--- src/logic/ptp_consts.vh ---
// constants for the proximity threshold and persistence block
// assumes a byte-wide register port driven by the two-wire bus engine
// Overview of operation
// - sample lasts (rate+1) times 88 us
// - apc on: low threshold is 14 bits
// - apc on: high threshold is 14 bits
// - apc off: low byte vs result bits 9:2
// - apc off: high byte vs result bits 9:2
// - low breach needs below-low and persistence reached
// - high breach needs above-high and persistence reached
// - apc on: low byte buffered until upper byte written
// - config six bit 6 disables apc
// - count out-of-range results, interrupt at persistence
// - in-window result clears the counter
// - 0 every cycle, 1 first of a run, n consecutive
// - detect only with enable bits 2 and 0
`ifndef PTP_CONSTS_VH
`define PTP_CONSTS_VH

// register offsets
`define PTP_ADDR_ENABLE       8'h80
`define PTP_ADDR_SAMPLE_RATE  8'h82
`define PTP_ADDR_LOW_LO       8'h88
`define PTP_ADDR_LOW_HI       8'h89
`define PTP_ADDR_HIGH_LO      8'h8A
`define PTP_ADDR_HIGH_HI      8'h8B
`define PTP_ADDR_PERSIST      8'h8C
`define PTP_ADDR_CONFIG_SIX   8'hAE

// reset values
`define PTP_RST_ENABLE        8'h00
`define PTP_RST_SAMPLE_RATE   8'h1F
`define PTP_RST_THRESH        8'h00
`define PTP_RST_PERSIST       8'h00
`define PTP_RST_CONFIG_SIX    8'h3F
`define PTP_RST_ZERO14        14'h0000
`define PTP_RST_COUNT         4'h0
`define PTP_READ_UNMAPPED     8'h00

// field positions
`define PTP_BIT_POWER_ON      0
`define PTP_BIT_PROX_ENABLE   2
`define PTP_BIT_APC_OFF       6
`define PTP_THR_HI_MSB        5
`define PTP_PERSISTENCE_FILTER_MSB          3
`define PTP_RES10_MSB         9
`define PTP_RES10_LSB         2

// persistence codes
`define PTP_PERSISTENCE_FILTER_EVERY        4'h0
`define PTP_PERSISTENCE_FILTER_MAX          4'hF

// sample timing
`define PTP_CLK_PERIOD_NS     25
`define PTP_SAMPLE_UNIT_NS    88000
`define PTP_UNIT_CYCLES       (`PTP_SAMPLE_UNIT_NS / `PTP_CLK_PERIOD_NS)

`endif

--- src/logic/ptp_sample_timer.v ---
// sample period timer: one start pulse per proximity sample
// assumes run_in and rate_in come from the same clock domain
`timescale 1ns/1ps
`include "ptp_consts.vh"
module ptp_sample_timer #(
	parameter UNIT_CYCLES = `PTP_UNIT_CYCLES // cycles in one 88 us unit
)(
	input  wire       clk_sys_in,   // system clock, 40 MHz
	input  wire       rst_in,       // synchronous reset, active high
	input  wire       run_in,       // timer runs while high
	input  wire [7:0] rate_in,      // sample rate field
	output reg        tick_out      // one-cycle pulse at sample start
);
	localparam integer UNIT_LAST = UNIT_CYCLES - 1; // last cycle of a unit

	reg [11:0] unit_cnt;  // cycles within a unit
	reg [7:0]  rate_cnt;  // units within a sample

	// count units, then samples of (rate+1) units
	always @(posedge clk_sys_in)
	begin
		if (rst_in || !run_in)
		begin
			unit_cnt <= 12'h000;
			rate_cnt <= 8'h00;
			tick_out <= 1'b0;
		end
		else if (unit_cnt == UNIT_LAST[11:0])
		begin
			unit_cnt <= 12'h000;
			if (rate_cnt >= rate_in) // (rate+1) units elapsed
			begin
				rate_cnt <= 8'h00;
				tick_out <= 1'b1;
			end
			else
			begin
				rate_cnt <= rate_cnt + 8'h01;
				tick_out <= 1'b0;
			end
		end
		else
		begin
			unit_cnt <= unit_cnt + 12'h001;
			tick_out <= 1'b0;
		end
	end
endmodule

--- src/logic/ptp_core.v ---
// proximity threshold compare and persistence filter with its registers
// assumes a byte register port behind the bus engine and a result strobe
// from the converter, both on clk_sys_in
`timescale 1ns/1ps
`include "ptp_consts.vh"
module ptp_core #(
	parameter UNIT_CYCLES = `PTP_UNIT_CYCLES // cycles per 88 us unit
)(
	input  wire        clk_sys_in,      // system clock, 40 MHz
	input  wire        rst_in,          // synchronous reset, active high
	input  wire [7:0]  reg_addr_in,     // register address
	input  wire [7:0]  reg_wdata_in,    // write data
	input  wire        reg_wr_in,       // write strobe, one cycle
	input  wire        reg_rd_in,       // read strobe, one cycle
	input  wire [13:0] result_in,       // proximity result
	input  wire        result_valid_in, // result strobe, one cycle
	output reg  [7:0]  reg_rdata_out,   // read data, valid cycle after strobe
	output reg         sample_start_out,// pulse at start of each sample
	output reg         apc_off_out,     // high: 10-bit results wanted
	output reg         prox_int_out,    // interrupt pulse
	output reg         low_breach_out,  // low threshold breached pulse
	output reg         high_breach_out  // high threshold breached pulse
);
	// software registers
	reg [7:0]  enable;        // enable register
	reg [7:0]  sample_rate;   // sample rate
	reg [7:0]  low_lo;        // low threshold low byte
	reg [7:0]  low_hi;        // low threshold upper byte
	reg [7:0]  high_lo;       // high threshold low byte
	reg [7:0]  high_hi;       // high threshold upper byte
	reg [7:0]  persist;       // persistence filter
	reg [7:0]  config_six;    // config six
	// active thresholds and low-byte buffers
	reg [13:0] low_active;    // latched low threshold
	reg [13:0] high_active;   // latched high threshold
	reg [7:0]  low_buf;       // pending low byte
	reg [7:0]  high_buf;      // pending high byte
	reg [3:0]  persistence_count; // consecutive out-of-range results
	reg [3:0]  next_count;    // count after this result
	wire       run;           // detection active
	wire       tick;          // sample start from timer
	wire       apc_off;       // automatic pulse control disabled
	reg        below;         // result under low threshold
	reg        above;         // result over high threshold
	reg        reached;       // persistence reached
	reg        run_q;         // detection state one cycle ago

	// detection needs both power on and proximity enable
	assign run = enable[`PTP_BIT_POWER_ON] & enable[`PTP_BIT_PROX_ENABLE];
	assign apc_off = config_six[`PTP_BIT_APC_OFF];

	// unsigned strict compare in either result width
	function cmp_lt;
		input [13:0] a;
		input [13:0] b;
		begin
			cmp_lt = (a < b);
		end
	endfunction

	// sample period timer
	ptp_sample_timer #(
		.UNIT_CYCLES (UNIT_CYCLES)
	) u_timer (
		.clk_sys_in (clk_sys_in),
		.rst_in     (rst_in),
		.run_in     (run),
		.rate_in    (sample_rate),
		.tick_out   (tick)
	);

	// threshold compare and persistence arithmetic
	always @*
	begin
		if (apc_off)
		begin
			// 8-bit thresholds against upper result bits
			below = cmp_lt({6'h00, result_in[`PTP_RES10_MSB:`PTP_RES10_LSB]},
				{6'h00, low_lo});
			above = cmp_lt({6'h00, high_lo},
				{6'h00, result_in[`PTP_RES10_MSB:`PTP_RES10_LSB]});
		end
		else
		begin
			below = cmp_lt(result_in, low_active);
			above = cmp_lt(high_active, result_in);
		end
		if (!(below || above))
			next_count = `PTP_RST_COUNT; // in window clears
		else if (persistence_count == `PTP_PERSISTENCE_FILTER_MAX)
			next_count = persistence_count; // saturate
		else
			next_count = persistence_count + 4'h1;
		if (persist[`PTP_PERSISTENCE_FILTER_MSB:0] == `PTP_PERSISTENCE_FILTER_EVERY)
			reached = 1'b1; // every cycle
		else
			reached = (next_count == persist[`PTP_PERSISTENCE_FILTER_MSB:0]);
	end

	// register writes and threshold latching
	always @(posedge clk_sys_in)
	begin
		if (rst_in)
		begin
			enable      <= `PTP_RST_ENABLE;
			sample_rate <= `PTP_RST_SAMPLE_RATE;
			low_lo      <= `PTP_RST_THRESH;
			low_hi      <= `PTP_RST_THRESH;
			high_lo     <= `PTP_RST_THRESH;
			high_hi     <= `PTP_RST_THRESH;
			persist     <= `PTP_RST_PERSIST;
			config_six  <= `PTP_RST_CONFIG_SIX;
			low_active  <= `PTP_RST_ZERO14;
			high_active <= `PTP_RST_ZERO14;
			low_buf     <= `PTP_RST_THRESH;
			high_buf    <= `PTP_RST_THRESH;
			run_q       <= 1'b0;
		end
		else
		begin
			run_q <= run;
			// only the stop of detection drops a pending low byte, so a host
			// may still load thresholds while detection is off
			if (run_q && !run)
			begin
				// drop any half-written threshold
				low_buf  <= low_active[7:0];
				high_buf <= high_active[7:0];
			end
			if (reg_wr_in)
			begin
				case (reg_addr_in)
					`PTP_ADDR_ENABLE:      enable <= reg_wdata_in;
					`PTP_ADDR_SAMPLE_RATE: sample_rate <= reg_wdata_in;
					`PTP_ADDR_LOW_LO:
					begin
						low_lo  <= reg_wdata_in;
						low_buf <= reg_wdata_in; // held until upper
					end
					`PTP_ADDR_LOW_HI:
					begin
						low_hi     <= reg_wdata_in;
						// both bytes latched together
						low_active <= {reg_wdata_in[`PTP_THR_HI_MSB:0], low_buf};
					end
					`PTP_ADDR_HIGH_LO:
					begin
						high_lo  <= reg_wdata_in;
						high_buf <= reg_wdata_in; // held until upper
					end
					`PTP_ADDR_HIGH_HI:
					begin
						high_hi     <= reg_wdata_in;
						// both bytes latched together
						high_active <= {reg_wdata_in[`PTP_THR_HI_MSB:0], high_buf};
					end
					`PTP_ADDR_PERSIST:     persist <= reg_wdata_in;
					`PTP_ADDR_CONFIG_SIX:  config_six <= reg_wdata_in;
					default:               ; // unmapped writes ignored
				endcase
			end
		end
	end

	// register reads, answer one cycle after the strobe
	always @(posedge clk_sys_in)
	begin
		if (rst_in)
			reg_rdata_out <= `PTP_READ_UNMAPPED;
		else if (reg_rd_in)
		begin
			case (reg_addr_in)
				`PTP_ADDR_ENABLE:      reg_rdata_out <= enable;
				`PTP_ADDR_SAMPLE_RATE: reg_rdata_out <= sample_rate;
				`PTP_ADDR_LOW_LO:      reg_rdata_out <= low_lo;
				`PTP_ADDR_LOW_HI:      reg_rdata_out <= low_hi;
				`PTP_ADDR_HIGH_LO:     reg_rdata_out <= high_lo;
				`PTP_ADDR_HIGH_HI:     reg_rdata_out <= high_hi;
				`PTP_ADDR_PERSIST:     reg_rdata_out <= persist;
				`PTP_ADDR_CONFIG_SIX:  reg_rdata_out <= config_six;
				default:               reg_rdata_out <= `PTP_READ_UNMAPPED;
			endcase
		end
	end

	// persistence counter and event outputs
	always @(posedge clk_sys_in)
	begin
		if (rst_in || !run)
		begin
			persistence_count <= `PTP_RST_COUNT;
			prox_int_out      <= 1'b0;
			low_breach_out    <= 1'b0;
			high_breach_out   <= 1'b0;
		end
		else if (result_valid_in)
		begin
			persistence_count <= next_count;
			prox_int_out      <= reached;
			low_breach_out    <= below & reached;
			high_breach_out   <= above & reached;
		end
		else
		begin
			prox_int_out    <= 1'b0;
			low_breach_out  <= 1'b0;
			high_breach_out <= 1'b0;
		end
	end

	// timing and mode outputs from flops
	always @(posedge clk_sys_in)
	begin
		if (rst_in)
		begin
			sample_start_out <= 1'b0;
			apc_off_out      <= 1'b0;
		end
		else
		begin
			sample_start_out <= tick;
			apc_off_out      <= apc_off;
		end
	end
endmodule

--- config.mk ---
export PLATFORM = sky130hd
export DESIGN_NAME = ptp_core
export DESIGN_NICKNAME = d
export VERILOG_FILES = /design/src/logic/ptp_sample_timer.v /design/src/logic/ptp_core.v
export VERILOG_INCLUDE_DIRS = /design/src /design/src/logic
export SDC_FILE = /design/constraint.sdc
export NUM_CORES = 1
export LEC_CHECK = 0
export ABC_AREA = 0
export BUFFER_PORTS_ARGS = -buffer_cell sky130_fd_sc_hd__buf_4
export CORE_MARGIN = 2
export CORE_UTILIZATION = 60
export DETAILED_ROUTE_END_ITERATION = 8
export PLACE_DENSITY_LB_ADDON = 0.3
export SLEW_MARGIN = 40
export SYNTH_ARGS = -nofsm -noshare
export SYNTH_HDL_FRONTEND = slang
export SYNTH_SLANG_ARGS = --single-unit
--- constraint.sdc ---
create_clock -name clk_sys_in -period 3.8 [get_ports clk_sys_in]
set_clock_uncertainty 0.15 [all_clocks]
set_input_delay 0.76 -clock clk_sys_in [delete_from_list [all_inputs] [get_ports clk_sys_in]]
set_output_delay 0.76 -clock clk_sys_in [all_outputs]
set_load 0.005 [all_outputs]
# [Word level (Yosys, flattened, before mapping)]
# Index checks and enable logic that the tools add are counted.
[word_totals] latch_bits=0 word_cells=77 n_memories=0 ramBits=0 register_bits=147 mem_bits_ro=0
[classes] reduce_logical=16 order_cmp=5 n_eq_ne=11 bitwise_logic=5 n_div=0 addsub=3 shifts=0 mux=14 n_mul=0
[op_table] cell="8-bit == test, second input constant" n=8
[op_table] cell="8-bit case mux with 8 select lines" n=1
[op_table] cell="8-bit 2-to-1 mux" n=7
[op_table] cell="14-bit less-than comparator" n=2
[op_table] cell="8-bit less-than comparator" n=2
[op_table] cell="2-bit AND reduction" n=8
[op_table] cell="12-bit by 1-bit adder with 12-bit output, second input constant" n=1
[op_table] cell="12-bit == test, second input constant" n=1
[op_table] cell="8-bit by 1-bit adder with 8-bit output, second input constant" n=1
[op_table] cell="8-bit >= comparator" n=1
[op_table] cell="4-bit 2-to-1 mux" n=2
[op_table] cell="2-bit OR reduction" n=3
[op_table] cell="4-bit by 1-bit adder with 4-bit output, second input constant" n=1
[op_table] cell="4-bit == test" n=1
[op_table] cell="4-bit == test, second input constant" n=1
[op_table] cell="4-bit zero test" n=1
[op_table] cell="1-bit 2-to-1 mux" n=4
[op_table] cell="1-bit bitwise AND" n=3
[op_table] cell="1-bit logical OR" n=2
[op_table] cell="1-bit NOT" n=2
[op_table] cell="1-bit logical AND" n=1
[op_table] cell="1-bit zero test" n=1

# [Depth between registers and ports, before layout]
[logic_depth] depth_word=7 depth_mapped=11 ltp_nobuf=10

# [Modules after synthesis]
# Synthesis repeated with hierarchy kept, for this count alone.
[hier_totals] cells_unflattened=841 area_unflattened_um2=6974.2
[by_module_without_submodules] mod="ptp_core" area_per_inst_um2=5859.4 cells_per_inst=712 instances=1 seq_area_each_um2=2282.2
[by_module_without_submodules] mod="ptp_sample_timer" area_per_inst_um2=1114.8 cells_per_inst=129 instances=1 seq_area_each_um2=420.4

# [Worst setup path after synthesis]
# Ideal clock, no wire load.
[synth_timing] path_kind="input -> register" start="input port result_in[13]" end="register low_breach_out" t_arrival_ns=2.698 slack_ns=0.835 cell_stages=9 n_path_buf=1 required_ns=3.532 path_cell_list="ha_1 nand2_2 nor4_2 a221oi_1 or4_1 clkbuf_2 a221o_1 a21oi_2 nor3_1"
[synth_via] elab_chain_len=7
[synth_lines] item="from (decl)" line_no="ptp_core.v:15" text="input wire [13:0] result_in,"
[synth_lines] item="14-bit less-than comparator" line_no="ptp_core.v:57" text="cmp_lt = (a < b);"
[synth_lines] item="1-bit 2-to-1 mux" line_no="ptp_core.v:75" text="if (apc_off)"
[synth_lines] item="1-bit logical OR" line_no="ptp_core.v:88" text="if (!(below || above))"
[synth_lines] item="4-bit 2-to-1 mux" line_no="ptp_core.v:88"
[synth_lines] item="4-bit == test" line_no="ptp_core.v:97" text="reached = (next_count == persist[`PTP_PERSISTENCE_FILTER_MSB:0]);"
[synth_lines] item="1-bit 2-to-1 mux" line_no="ptp_core.v:94" text="if (persist[`PTP_PERSISTENCE_FILTER_MSB:0] == `PTP_PERSISTENCE_FILTER_EVERY)"
[synth_lines] item="1-bit bitwise AND *" line_no="ptp_core.v:200" text="low_breach_out <= below & reached;"
[synth_lines] item="to (signal assigned)" line_no="ptp_core.v:200"
[synth_lines] item="to (decl)" line_no="ptp_core.v:21" text="output reg low_breach_out,"
# Mark *: on every way between the ends. The rest lies on a longest branch, timed or not.
# A chain may end at the register's enable or synchronous reset.

# [Final worst setup path]
[layout_timing] start="input port result_in[5]" end="register low_breach_out"
[layout_via] elab_chain_len=7
[layout_lines] item="14-bit less-than comparator / 8-bit less-than comparator (equally long branches)" line_no="ptp_core.v:57"
[layout_lines] item="1-bit 2-to-1 mux" line_no="ptp_core.v:75"
[layout_lines] item="1-bit logical OR" line_no="ptp_core.v:88"
[layout_lines] item="4-bit 2-to-1 mux" line_no="ptp_core.v:88"
[layout_lines] item="4-bit == test" line_no="ptp_core.v:97"
[layout_lines] item="1-bit 2-to-1 mux" line_no="ptp_core.v:94"
[layout_lines] item="1-bit bitwise AND *" line_no="ptp_core.v:200"
# Marked as above.

==> impl_metrics.env <==
export IMPL_status="finished clean"
export IMPL_hold_buffers=0
export IMPL_dr_pass1_iters=6
export IMPL_rsz0062_at_grt="no"
export IMPL_htreeDepth=4
export IMPL_syn_to_final_growth_pct=14.7
export IMPL_cts_sinks=135
export IMPL_num_io_pins=48
export IMPL_tns_ns=0
export IMPL_syn_area_mm2=0.00687
export IMPL_route_detailed_drc=0
export IMPL_yosys_area_top_type="dfxtp_1"
export IMPL_layout_common_cells="135 x dfxtp_1, 110 x nor2_1, 73 x nand2_1"
export IMPL_synth_cell_types=55
export IMPL_fp_dieH_um=111
export IMPL_synth_warnings=0
export IMPL_synth_area_top_cells="dfxtp_1 39%, mux2i_1 9.6%, ha_1 9.3%"
export IMPL_ant_nets=0
export IMPL_hold_path_class="reg2reg"
export IMPL_clock_latency_ns=0.43
export IMPL_internal_power_uw=2470
export IMPL_drive_gt1_share_pct=13.9
export IMPL_fillers=872
export IMPL_wl_per_cell_um=17.9
export IMPL_ys_ff_latch=135
export IMPL_clkTransAtPathRegs_ns=0.06
export IMPL_end_kind="flop"
export IMPL_drtIter0Drc=580
export IMPL_cts_tree="done"
export IMPL_worst_endpoint_arrival_ns=3.19
export IMPL_start_util_pct=60.9
export IMPL_r2r_cells=10
export IMPL_die_width_um=111
export IMPL_power_density_mw_per_mm2=405
export IMPL_max_freq_ghz=0.330
export IMPL_worst_slew_pin_slew_ns=0.760
export IMPL_gp_congestion=0.934
export IMPL_crit_fanout=7
export IMPL_num_vias=5827
export IMPL_ys_flop_type="dfxtp_1"
export IMPL_syn_inst=787
export IMPL_setup_viol=0
export IMPL_max_slew_margin_pct=49.4
export IMPL_grt_total_usage_pct=29.1
export IMPL_cts_buffers=17
export IMPL_critPathRequiredTime_ns=3.96
export IMPL_port_buffers=47
export IMPL_cts_post_setup_buffers_inserted=0
export IMPL_dp_hpwl_mm=12.2
export IMPL_pwr_share_comb_pct=4.7
export IMPL_nets=906
export IMPL_switching_power_uw=722
export IMPL_yosysSeqAreaShare_pct=39.4
export IMPL_largest_register_ffs=12
export IMPL_fp_row_count=39
export IMPL_synth_fp_nets=873
export IMPL_grt_max_degree=107
export IMPL_totalWireLength_mm=17.5
export IMPL_antenna_found_initial=0
export IMPL_peakVddDrop_mv=0.318
export IMPL_clockRootBuffer="clkbuf_16"
export IMPL_dp_cells=944
export IMPL_async_flop_share_pct=0
export IMPL_fin_cells=976
export IMPL_syn_area_per_cell_um2=8.73
export IMPL_startpoint_type="input port"
export IMPL_min_period_over_period_pct=79.7
export IMPL_hold_violations=0
export IMPL_gr_total_overflow=0
export IMPL_switching_share_pct=22.6
export IMPL_core_area_mm2=0.0113
export IMPL_drv_slew=0
export IMPL_grt_pass1_vias=5879
export IMPL_hold_depth=1
export IMPL_layout_min_cycle_time_ns=3.03
export IMPL_final_common_cell="dfxtp_1"
export IMPL_die_area_mm2=0.0123
export IMPL_path_class="in2reg"
export IMPL_p_clk_share_pct=50.8
export IMPL_drv_cap=0
export IMPL_vias_per_cell=5.97
export IMPL_synth_top_cell_area_share_pct=39.4
export IMPL_grt_pass1_wl_mm=28.5
export IMPL_clock_path_buffers=2
export IMPL_diodes=0
export IMPL_p_leak_uw=0.00357
export IMPL_synth_edf_count=0
export IMPL_largest_register="u_timer.unit_cnt"
export IMPL_postCtsResizedCells=0
export IMPL_seqPwrFrac_pct=44.5
[cell type report]
type | instances | area (um2) | share of cell area [%]
multi-input combinational | 565 | 3840 | 48.7
sequential | 135 | 2700 | 34.3
clock buffer | 20 | 457 | 5.80
timing repair buffer | 52 | 394 | 5.00
inverter | 49 | 184 | 2.33
tap | 143 | 179 | 2.27
clock inverter | 12 | 125 | 1.59
[metal layers]
metal	share of wire [%]	GRT usage, %	vias up	wire length, um
met3	6.4	7.82	49	1110
met1	43	36.2	2770	7520
met5	0	0	-	0
met4	3.7	15.0	0	654
met2	47	46.3	203	8180
li1	-	-	2805	-
[kinds of logic after synthesis]
family,synth area share (%)
buf+inv,4.86
mux,13.6
compound gates,12.9
simple gates,17.5
fa+ha+maj,9.29
flops,39.4
xor+xnor,2.55
[power by group through the flow]
stage          combinational (uW)  sequential (uW)  clock, uW
5_1_grt                       162             1420       1690
3_3_place_gp                  139             1450          0
3_5_place_dp                  145             1450          0
6_report                      151             1420       1620
2_1_floorplan                79.7             1450          0
4_1_cts                       147             1420       1630
[worst max-delay path, cell delays in order]
cell and delay [ns]:
buf_4 0.12, ha_1 0.30, nand2_1 0.05, o21ai_0 0.34
a2111oi_0 0.18, buf_4 0.17, or4_1 0.64, a221o_1 0.38
a21oi_2 0.18, nor3_1 0.06
[Yosys cell counts, types with 3 or more instances]
library cell	number
mux2_2	24
nor3_1	3
nand3_1	21
nand2_1	73
a22oi_1	9
o22ai_1	8
nand2b_1	15
xor2_1	13
nor2b_1	7
mux2i_1	66
inv_1	49
nor2_1	110
a211oi_1	6
a21oi_1	72
ha_1	51
dfxtp_1	135
nand4_1	8
xnor2_1	7
a21o_1	5
and3_1	12
nor4_1	3
a211o_1	5
a221oi_1	9
clkbuf_1	33
o21ai_0	5
[stage by stage]
stage	worst slack (ns)	hold WS [ns]	power [uW]	instance area, um2	utilization [%]
finish	0.771	0.292	3190	7880	69.9
CTS	0.860	0.298	3200	7870	69.8
global placement	0.487	0.267	1590	7290	64.6
global route	0.688	0.310	3270	7880	69.9
floorplan	0.835	0.264	1530	6870	-
detailed placement	0.424	0.285	1590	7290	64.7
[final timing paths]
kind	slack, ns	from	end
max	0.77	result_in[5]	low_breach_out$_SDFF_PP0_
min	0.29	u_timer.tick_out$_SDFF_PP0_	sample_start_out$_SDFF_PP0_
min reg2reg	0.29	u_timer.tick_out$_SDFF_PP0_	sample_start_out$_SDFF_PP0_
max reg2reg	0.79	low_lo[3]$_SDFFE_PP0P_	low_breach_out$_SDFF_PP0_
(Power assumes the default switching activity.)
